==> src/design/snsd_pkg.sv <==
// Package: constants for the serial node setting decoder
package snsd_pkg;
  localparam int ADDR_W       = 6;
  localparam int RATE_W       = 2;
  localparam int SW_W         = 8;
  localparam int ADDR_LSB     = 0;
  localparam int RATE_LSB     = 6;
  localparam int PRESC_W      = 16;
  localparam int CLK_HZ       = 250000000;
  // Fixed multidrop rates in bits per second
  localparam int RATE1_BPS    = 9600;
  localparam int RATE2_BPS    = 38400;
  localparam int RATE3_BPS    = 115200;
  // Bit-period divisors derived from the clock rate (rounded down)
  localparam logic [PRESC_W-1:0] DIV1 = PRESC_W'(CLK_HZ / RATE1_BPS);
  localparam logic [PRESC_W-1:0] DIV2 = PRESC_W'(CLK_HZ / RATE2_BPS);
  localparam logic [PRESC_W-1:0] DIV3 = PRESC_W'(CLK_HZ / RATE3_BPS);
  localparam logic [5:0]  ADDR_RST    = 6'h00;
  localparam logic [1:0]  RATE_RST    = 2'h0;
  localparam logic [1:0]  CODE_NVM    = 2'h0;
  localparam logic [1:0]  CODE_9K6    = 2'h1;
  localparam logic [1:0]  CODE_38K4   = 2'h2;
  localparam logic [1:0]  CODE_115K2  = 2'h3;
  typedef enum logic [1:0] {SNSD_WAIT, SNSD_SETTLE, SNSD_SAMPLE, SNSD_HOLD} snsd_state_e;
endpackage : snsd_pkg

==> src/design/snsd_decoder.sv <==
// Top: switch bank decoder for multidrop address and bit rate
// Overview of operation
// - Switches one to six form node address
// - Switches seven, eight form bit-rate code
// - Switches never touch point-to-point port settings
// - Address zero selects stored non-volatile address
// - Rate code zero selects stored non-volatile rate
// - Codes 1,2,3 give 9.6, 38.4, 115.2 kbps
`timescale 1ns/1ns
module snsd_decoder (
  input  wire logic                  clk,
  input  wire logic                  rst_n,
  input  wire logic [snsd_pkg::SW_W-1:0]    switchOn,
  input  wire logic                  portSelect_n,
  input  wire logic [snsd_pkg::ADDR_W-1:0]  nvmAddr,
  input  wire logic [snsd_pkg::PRESC_W-1:0] nvmRateDiv,
  input  wire logic [snsd_pkg::PRESC_W-1:0] p2pRateDiv,
  output logic      [snsd_pkg::ADDR_W-1:0]  nodeAddr,
  output logic      [snsd_pkg::RATE_W-1:0]  rateCode,
  output logic                       addrFromNvm,
  output logic                       rateFromNvm,
  output logic      [snsd_pkg::PRESC_W-1:0] mdRateDiv,
  output logic                       multidropSel,
  output logic      [snsd_pkg::PRESC_W-1:0] portRateDiv,
  output logic                       cfgValid
);
  import snsd_pkg::*;

  logic [SW_W-1:0]    switchSync;
  logic               mdReqSync;
  snsd_state_e        state;
  snsd_state_e        next_state;
  logic [ADDR_W-1:0]  swAddr;
  logic [RATE_W-1:0]  swRate;
  logic [PRESC_W-1:0] next_mdRateDiv;

  // A divisor wider than the prescaler would be cut and silently give a wrong rate
  if (CLK_HZ / RATE1_BPS >= (1 << PRESC_W) || SW_W != ADDR_W + RATE_W ||
      RATE_LSB != ADDR_LSB + ADDR_W) begin : g_bad_widths
    $error("Switch fields or divisors do not fit the configured widths");
  end

  // Select is inverted ahead of the synchroniser so its reset value means point-to-point
  snsd_sync #(.W(SW_W + 1)) uSync (
    .clk  (clk),
    .rst_n(rst_n),
    .din  ({~portSelect_n, switchOn}),
    .dout ({mdReqSync, switchSync})
  );

  assign swAddr = switchSync[ADDR_LSB +: ADDR_W];
  assign swRate = switchSync[RATE_LSB +: RATE_W];

  // Two idle states let both synchroniser stages fill before the single capture
  always_comb begin
    case (state)
      SNSD_WAIT:   next_state = SNSD_SETTLE;
      SNSD_SETTLE: next_state = SNSD_SAMPLE;
      SNSD_SAMPLE: next_state = SNSD_HOLD;
      SNSD_HOLD:   next_state = SNSD_HOLD;
      default:     next_state = SNSD_HOLD;
    endcase
  end

  always_ff @(posedge clk or negedge rst_n) begin
    if (!rst_n) begin
      state <= SNSD_WAIT;
    end else begin
      state <= next_state;
    end
  end

  always_comb begin
    case (swRate)
      CODE_9K6:   next_mdRateDiv = DIV1;
      CODE_38K4:  next_mdRateDiv = DIV2;
      CODE_115K2: next_mdRateDiv = DIV3;
      default:    next_mdRateDiv = nvmRateDiv;
    endcase
  end

  // Captured only once; later switch moves are ignored until reset
  always_ff @(posedge clk or negedge rst_n) begin
    if (!rst_n) begin
      nodeAddr    <= ADDR_RST;
      rateCode    <= RATE_RST;
      addrFromNvm <= 1'b0;
      rateFromNvm <= 1'b0;
      mdRateDiv   <= '0;
      cfgValid    <= 1'b0;
    end else if (state == SNSD_SAMPLE) begin
      nodeAddr    <= (swAddr == ADDR_RST) ? nvmAddr : swAddr;
      addrFromNvm <= (swAddr == ADDR_RST);
      rateCode    <= swRate;
      rateFromNvm <= (swRate == CODE_NVM);
      mdRateDiv   <= next_mdRateDiv;
      cfgValid    <= 1'b1;
    end
  end

  // Port choice follows the select pin; point-to-point rate ignores switches
  always_ff @(posedge clk or negedge rst_n) begin
    if (!rst_n) begin
      multidropSel <= 1'b0;
      portRateDiv  <= '0;
    end else begin
      multidropSel <= mdReqSync;
      portRateDiv  <= mdReqSync ? mdRateDiv : p2pRateDiv;
    end
  end
endmodule : snsd_decoder

==> src/design/snsd_sync.sv <==
// Two-flop synchroniser for a bus of static pins
`timescale 1ns/1ns
module snsd_sync #(
  parameter int W = 8
) (
  input  wire logic         clk,
  input  wire logic         rst_n,
  input  wire logic [W-1:0] din,
  output logic      [W-1:0] dout
);
  logic [W-1:0] stage1;
  always_ff @(posedge clk or negedge rst_n) begin
    if (!rst_n) begin
      stage1 <= '0;
      dout   <= '0;
    end else begin
      stage1 <= din;
      dout   <= stage1;
    end
  end
endmodule : snsd_sync

==> config.mk <==
export PLATFORM = sky130hd
export DESIGN_NAME = snsd_decoder
export DESIGN_NICKNAME = d
export VERILOG_FILES = /design/src/design/snsd_pkg.sv /design/src/design/snsd_decoder.sv /design/src/design/snsd_sync.sv
export SDC_FILE = /design/constraint.sdc
export NUM_CORES = 1
export LEC_CHECK = 0
export ABC_AREA = 1
export BUFFER_PORTS_ARGS = -buffer_cell sky130_fd_sc_hd__buf_4
export CORE_UTILIZATION = 48
export DETAILED_ROUTE_END_ITERATION = 16
export GPL_ROUTABILITY_DRIVEN = 0
export PLACE_DENSITY_LB_ADDON = 0.15
export SLEW_MARGIN = 20
export SYNTH_ARGS = -nofsm -noshare
export SYNTH_HDL_FRONTEND = slang
export SYNTH_SLANG_ARGS = --single-unit
==> constraint.sdc <==
create_clock -name clk -period 1.4 [get_ports clk]
set_input_delay 0.28 -clock clk [delete_from_list [all_inputs] [get_ports clk]]
set_output_delay 0.28 -clock clk [all_outputs]
set_load 0.1 [all_outputs]
-- Word-level counts from Yosys, hierarchy flattened
Cells that the tools add are included.
- memories kept: 0
- output and inout port bits: 44
- word-level logic and storage cells: 26
- latch bits: 0
- bits of input ports: 49
- flip-flop bits (word level): 64
- memory bits (read-only): 0
- bits in writable memories: 0
- multiply operators: 0
- reduce and logical (&&, ||, !) cells: 4
- divide/modulo/power cells: 0
- eq/ne operators: 6
- multiplexer cells: 4
- $add $sub $neg: 0
- $lt $le $gt $ge: 0
- bitwise operators: 1
- shifts and indexed selects: 0
- operator list (operator ; count):
    $pmux 16 s3 ; 1
    $mux 16 ; 1
    $eq 2x2->1 const B ; 4
    $logic_not 6->1 ; 1
    $mux 6 ; 1
    $pmux 2 s3 ; 1
    $eq 2x1->1 const B ; 2
    $logic_not 2->1 ; 2
    $reduce_or 2->1 ; 1
    $not 1->1 ; 1

-- Depth between registers and ports, before layout
Gate-level depths: netlist of run 1.
- depth after elaboration: 3
- mapped depth: 7
- depth with buffers taken out: 7

-- Modules after synthesis
From an unflattened synthesis of run 1, not the netlist that was laid out.
- cells, all modules: 208
- area total of the unflattened synthesis: 2361.0 um^2
- by module, submodules not included (module ; instances ; seq. area each (um^2) ; area an instance (um^2) ; cells each):
    snsd_decoder ; 1 ; 1151.1 ; 1910.6 ; 190
    snsd_sync ; 1 ; 450.4 ; 450.4 ; 18

-- Worst setup path after synthesis of run 1
No wires, ideal clock.
- path type: register -> register
- from: register mdRateDiv[0] (netlist name)
- to: register portRateDiv[0] (netlist name)
- path slack: 0.129 ns
- setup time: 0.126 ns
- clock period less this slack: 1.271 ns
- cell stages (with the launch flop): 2
- path buffers: 0
- arrival time: 1.146 ns
- data required time: 1.274 ns
- path through: dfrtp_1 -> mux2_2
- cells in the longest elaborated chain, start to end: 1
- RTL lines (element ; RTL line ; RTL):
    start: declaration ; snsd_decoder.sv:22 ; output logic [snsd_pkg::PRESC_W-1:0] mdRateDiv,
    start signal: assignment ; snsd_decoder.sv:96 ; mdRateDiv <= next_mdRateDiv;
    $mux 16 ; snsd_decoder.sv:108 ; portRateDiv <= mdReqSync ? mdRateDiv : p2pRateDiv;
    end signal: assignment ; snsd_decoder.sv:108 ;
    end: declaration ; snsd_decoder.sv:24 ; output logic [snsd_pkg::PRESC_W-1:0] portRateDiv,
Every way passes these cells.
A chain may end at the register's enable or synchronous reset.

-- Worst setup path after layout of run 1
- from: register mdRateDiv[10] (netlist name)
- to: output mdRateDiv[10] (netlist name)
No word-level cell between the ends.

==> reports/metrics.yaml, run 1 <==
sta:
  finalMaxSlewViolations: 0
  clock.fmax_mhz: 758.6
  finalSetupViolCount: 0
  whs_ps: 37.51
  fin_crit_ps: 1318
  finalClockSkew_ps: 7.167
  slew_headroom_pct: 71.12
  tightest_slew_ps: 431.6
  fin_crit_sh_pct: 94.16
  hold_viol_final: 0
  grt_setup_unrepaired: "no"
logic_synthesis:
  netlist_area_sq_mm: 0.002361
  synth_cells: 208
  async_reset_ff_share_pct: 100.0
  syn_avg_cell_area_sq_um: 11.35
  synth-edff-count: 0
  synthTopCellsByCount: "64 x dfrtp_1, 54 x nand2_1, 19 x nand3_1, 15 x o21ai_0, 14 x inv_1"
  ys_ff_latch: 64
  ys_types: 18
  synthMostInstantiatedCell: "dfrtp_1"
  syn_nets: 261
  synth_ff_type: "dfrtp_1"
  synthTopCellsByArea: "dfrtp_1 68%, nand2_1 8.6%, mux2_2 5.7%"
  ys_seq_area_share_pct: 67.83
  ys_warn_count: 0
  yosys.area.top_type_share_pct: 67.83
  synth_top_cell_by_area: "dfrtp_1"
critical_path:
  worstPathRequired_ps: 1120
  cp.arrival_ps: 1040
  cp_slowest_cell: "dfrtp_1"
  critPathMaxStageDelay_ps: 390
  reg2reg_from: "uSync.dout[7]"
  cp-start-kind: "register"
  crit_path_start: "mdRateDiv[10]"
  cp.buffers_inverters: 1
  path_cells: "buf_4"
  cp-end-kind: "output pin"
  crit_type: "register to output pin"
  crit_fanout: 3
  path_delay_family: "flip-flops"
clocking:
  path_clk_slew_ps: 70
  root_buffer: "clkbuf_8"
  cts_buffers: 9
  cts.htree.levels: 3
  cts_sinks: 64
  clockBufferDepth: 2
  clkLatencyLatePin_ps: 350
  cts_tree: "built"
floorplanning:
  dieArea_sq_mm: 0.005203
  die_w_microns: 72.14
  std_cell_rows: 25
  io_pins: 93
  coreArea_sq_mm: 0.004723
  initial_core_util_pct: 49.99
  die_h_microns: 72.14
power_and_ir_drop:
  switchingPower_mw: 1.661
  swShare_pct: 35.05
  power_mw: 4.738
  combinationalPowerShare_pct: 23.7
  peakVddDrop_mv: 0.8443
  p_per_area_mw_per_mm2: 1404
  p_clk_share_pct: 33.8
  p_seq_share_pct: 42.6
  p_leak_nw: 1.700
  p_int_mw: 3.077
final_layout:
  area_delta_synth_final_pct: 42.98
  fin_util_pct: 71.47
  nNetsFinal: 365
  drive_above_1_share_pct: 44.16
  antenna_cells: 0
  stdcell_count: 384
  fin_area_sq_mm: 0.003376
detailed_routing:
  routed_wl_mm: 4.778
  dr.pass1.iters: 4
  antenna_left: 0
  routedWlPerCell_microns: 12.44
  drt_iter0_markers: 78
  remaining_drc_errors: 0
  viasPerCell: 4.622
  vias: 1775
run:
  drv_cap: 0
grt:
  overflow: 0
  first_global_vias: 1735
  grt_usage_pct: 20.29
  antenna_found_initial: 0
  grt_max_degree: 65
  grt_pass1_wl_mm: 7.728
placement:
  port_buffers: 92
  placed_cell_area_sq_mm: 0.003141
  dp_cells: 366
  dpl.hpwl_mm: 3.322
outcome:
  status: "completed"
worst_hold_path:
  min_from: "switchOn[0]"
  hold_class: "input pin to register"
[state kept, by name, summed over array words and instances, names as in the netlist]
register,count
cfgValid,1
state,2
rateFromNvm,1
mdRateDiv,16
addrFromNvm,1
uSync.stage1,9
portRateDiv,16
multidropSel,1
rateCode,2
nodeAddr,6
uSync.dout,9
[worst register-to-register path, delay by kind of cell (launching register included)]
family,cells,cell delay (ps)
adder cells (fa/ha/maj),1,190
buffers and inverters,3,280
flip-flops,1,410
AND/OR/NAND/NOR,4,290
[cells by family (layout without fill, tap and decap cells)]
kind of cell	Yosys count	in the layout	share of synthesized area [%]
AOI/OAI and AO/OA	21	21	4.451
adders and majority gates	4	4	2.120
buffers and inverters	23	132	4.769
DFF	64	64	67.83
muxes	12	12	5.723
and+or+nand+nor	84	84	15.10
[worst paths after layout]
kind	slack, ps	end	depth (start not counted)
max	80	mdRateDiv[10]	1
min	40	uSync.stage1[0]	1
max reg2reg	120	mdRateDiv[6]	8
min reg2reg	340	uSync.dout[2]	0
max in group asynchronous	650	portRateDiv[8]	3
min in group asynchronous	480	portRateDiv[15]	3
[routing by layer]
metal  up-vias  global-route usage (%)  share of wire, %
met2        55                   31.88                50
met3         6                   9.028               6.0
li1        873                       -                 -
met4         0                   8.061               1.3
met5         -                       0                 0
met1       841                   24.60                43
[what timing repair did]
action                                 in CTS  in global routing
pin swaps                                   0                  1
gates resized for setup                     3                  4
hold buffers                                1                  0
setup buffers                               0                  1
endpoints found under the hold margin      64                  0
setup endpoints to repair                  12                 15
[cells in the final DEF (no fill, tap or decap)]
cell type      instances
clkinv_4               1
o21ai_0               15
ha_1                   3
inv_2                  5
buf_4                 98
buf_12                 1
or2_2                  1
dfrtp_1               64
clkinvlp_4             3
dlygate4sd3_1          1
inv_6                  2
nand3_2                1
o21ai_1                2
ha_2                   1
nor2_4                 2
a21oi_1                4
nand2_1               53
nor2_2                 1
mux2_2                12
bufinv_16              1
inv_1                 11
clkbuf_8               9
nand3_1               18
nand2_2                2
nor2_1                 6
[per-stage QoR]
step	setup slack, ps	TNS [ps]
floorplan	128.5	0
global placement	26.75	0
detailed placement	-81.31	-767.4
CTS	15.47	0
global route	16.48	0
finish	81.73	0
[final cells by class]
class	instances	area, sq um
clock inverter	7	78.83
tap	67	83.83
timing repair buffer	100	765.7
clock buffer	9	123.9
fill	355	1348
inverter	16	60.06
multi-input combinational	121	661.9
sequential	64	1602
[power groups by stage]
stage	registers [mW]	clock network [mW]	logic, mW
6_report	2.02	1.60	1.12
4_1_cts	2.02	1.64	1.13
5_1_grt	2.03	1.71	1.17
2_1_floorplan	2.72	0	0.112
3_3_place_gp	2.05	0	1.11
3_5_place_dp	2.05	0	1.12
No activity file was read; power rests on OpenSTA's default activity.
==> run 2, diff against run 1 <==
RECOVER_POWER = 50   (was unset)
==> run 2 against run 1 <==
Wire length about the same; clock skew about the same; sequential share of layout area rose by 0.21 points; cell count did not move; die area did not move; worst hold slack better by 22 ps; critical path type unchanged; clock power barely moved; setup slack about the same; design area is 0.44% lower; register-to-register slack about the same; via count fell by 0.34%; non-clock buffer count is the same.
==> reports/metrics.yaml, run 2 (synthesis results as in run 1) <==
outcome:
  status: "completed"
floorplanning:
  io_pins: 93  # unchanged
  initial_core_util_pct: 49.99  # unchanged
  dieArea_sq_mm: 0.005203  # unchanged
  std_cell_rows: 25  # unchanged
  die_h_microns: 72.14  # unchanged
  coreArea_sq_mm: 0.004723  # unchanged
  die_w_microns: 72.14  # unchanged
sta:
  finalClockSkew_ps: 6.732  # -0.4352 ps
  final.setup.tns_ps: 0  # unchanged
  fin_crit_ps: 1318  # -0.4977 ps
  slew_headroom_pct: 48.06  # -23 points
  tightest_slew_ps: 779.2  # +347.6 ps
  grt_setup_unrepaired: "no"
  finalMaxSlewViolations: 0  # unchanged
  clock.fmax_mhz: 758.9  # about the same
  fin_crit_sh_pct: 94.13  # about the same
  whs_ps: 59.88  # +22.37 ps
  finalSetupViolCount: 0  # unchanged
  hold_viol_final: 0  # unchanged
grt:
  overflow: 0  # unchanged
  antenna_found_initial: 0  # unchanged
  grt_pass1_wl_mm: 7.728  # unchanged
  grt_usage_pct: 20.29  # unchanged
  grtUsageMet3_pct: 9.028  # unchanged
  first_global_vias: 1735  # unchanged
  met1_usage_pct: 24.60  # unchanged
  grt_max_degree: 65  # unchanged
  grtUsageMet2_pct: 31.88  # unchanged
  grt.busiest_layer: "met2"
critical_path:
  reg2reg_from: "uSync.dout[7]"
  timing.rr.end: "mdRateDiv[6]"
  reg2regPathDepth: 8  # unchanged
  ff2ff_setup_slack_ps: 120  # about the same
  cp.arrival_ps: 1040  # about the same
  crit_fanout: 3  # unchanged
  path_delay_family: "flip-flops"
  critPathMaxStageDelay_ps: 390  # about the same
  cp-end-kind: "output pin"
  cp.buffers_inverters: 1  # unchanged
  crit_type: "register to output pin"
  cp-start-kind: "register"
  worstPathRequired_ps: 1120  # about the same
  cp_slowest_cell: "dfrtp_1"
  crit_cells: 1  # unchanged
  path_cells: "buf_4"
power_and_ir_drop:
  p_int_mw: 3.071  # -0.21%
  p_clk_share_pct: 33.8  # about the same
  switchingPower_mw: 1.658  # -0.17%
  p_seq_share_pct: 42.7  # about the same
  p_per_area_mw_per_mm2: 1407  # +0.25%
  p_leak_nw: 1.692  # -0.43%
  power_mw: 4.729  # -0.20%
  peakVddDrop_mv: 0.8401  # -0.50%
  combinationalPowerShare_pct: 23.6  # about the same
  swShare_pct: 35.06  # about the same
placement:
  dpl.hpwl_mm: 3.322  # unchanged
  port_buffers: 92  # unchanged
  placed_cell_area_sq_mm: 0.003141  # unchanged
clocking:
  clkLatencyLatePin_ps: 350  # about the same
  cts.htree.levels: 3  # unchanged
  cts_buffers: 9  # unchanged
  root_buffer: "clkbuf_8"
  clockBufferDepth: 2  # unchanged
  cts_sinks: 64  # unchanged
  path_clk_slew_ps: 70  # about the same
  cts_tree: "built"
worst_hold_path:
  whs_path_depth: 1  # unchanged
  hold_class: "input pin to register"
  hold_end: "uSync.stage1[0]"
  min_from: "switchOn[0]"
final_layout:
  antenna_cells: 0  # unchanged
  fin_area_sq_mm: 0.003361  # -0.44%
  area_delta_synth_final_pct: 42.34
  reg.largest.list: "mdRateDiv x16, portRateDiv x16"
  final_cell_mix: "88 x buf_4, 64 x dfrtp_1, 53 x nand2_1, 18 x nand3_1, 15 x o21ai_0"
  drive_above_1_share_pct: 44.16  # unchanged
  layout_commonest_cell: "buf_4"
  nNetsFinal: 365  # unchanged
detailed_routing:
  vias: 1769  # -0.34%
  dr.pass1.iters: 4  # unchanged
  remaining_drc_errors: 0  # unchanged
  antenna_left: 0  # unchanged
  routed_wl_mm: 4.782  # about the same
  drt_iter0_markers: 72  # -7.7%
  routedWlPerCell_microns: 12.45  # about the same
  viasPerCell: 4.607  # -0.34%
run:
  drv_cap: 0  # unchanged
run 2: cell types whose count changed in the layout (fill, tap and decap cells not counted), sizes merged:
| cell | change |
|---|---|
| clkbuf | +11 |
| buf | -11 |
run 2: metrics by stage:
stage          utilization, %  cells  setup WS, ps
2_1_floorplan               -    208         128.5
3_3_place_gp            66.49    366         26.75
3_5_place_dp            66.49    366        -81.31
4_1_cts                 71.15    383         15.47
5_1_grt                 71.15    384         16.48
6_report                71.15    384         82.23
run 2: routing by layer:
layer	wire, microns	up-vias	part of all wire [%]
li1	-	872	-
met1	2059	838	43
met2	2375	54	50
met3	300	5	6.3
met4	47	0	0.98
met5	0	-	0
run 2: worst reg2reg max path, stage by stage, from the launching register on:
cell and delay, ps:
dfrtp_1 410, inv_2 80, ha_2 190, inv_2 60, buf_4 140, nand2_1 70
nand2_1 60, nand2_2 80, nand3_1 80
run 2: repair_timing:
action	in CTS	in global routing
pin swaps	0	1
hold endpoints to repair	64	0
hold buffers	1	0
resized for setup	3	4
setup buffers	0	1
endpoints found under the setup margin	12	15
run 2: how the worst max path moves through the flow:
stage                        from              to  slack, ps
floorplan            mdRateDiv[0]  portRateDiv[0]        130
CTS                 uSync.dout[7]    mdRateDiv[6]         20
global route        uSync.dout[7]    mdRateDiv[6]         20
finish              mdRateDiv[10]   mdRateDiv[10]         80
global placement    uSync.dout[6]   mdRateDiv[10]         30
detailed placement  uSync.dout[6]    mdRateDiv[1]        -80
run 2: cell type report:
class	count	area, sq um
Tap cell	67	83.83
Sequential cell	64	1602
Timing Repair Buffer	100	750.7
Clock inverter	7	78.83
Fill cell	358	1363
Clock buffer	9	123.9
Multi-Input combinational cell	121	661.9
Inverter	16	60.06
run 2: power groups by stage:
stage	combinational, mW	clock, mW	sequential (mW)
3_3_place_gp	1.11	0	2.05
2_1_floorplan	0.112	0	2.72
3_5_place_dp	1.12	0	2.05
5_1_grt	1.16	1.71	2.03
4_1_cts	1.13	1.64	2.02
6_report	1.11	1.60	2.02
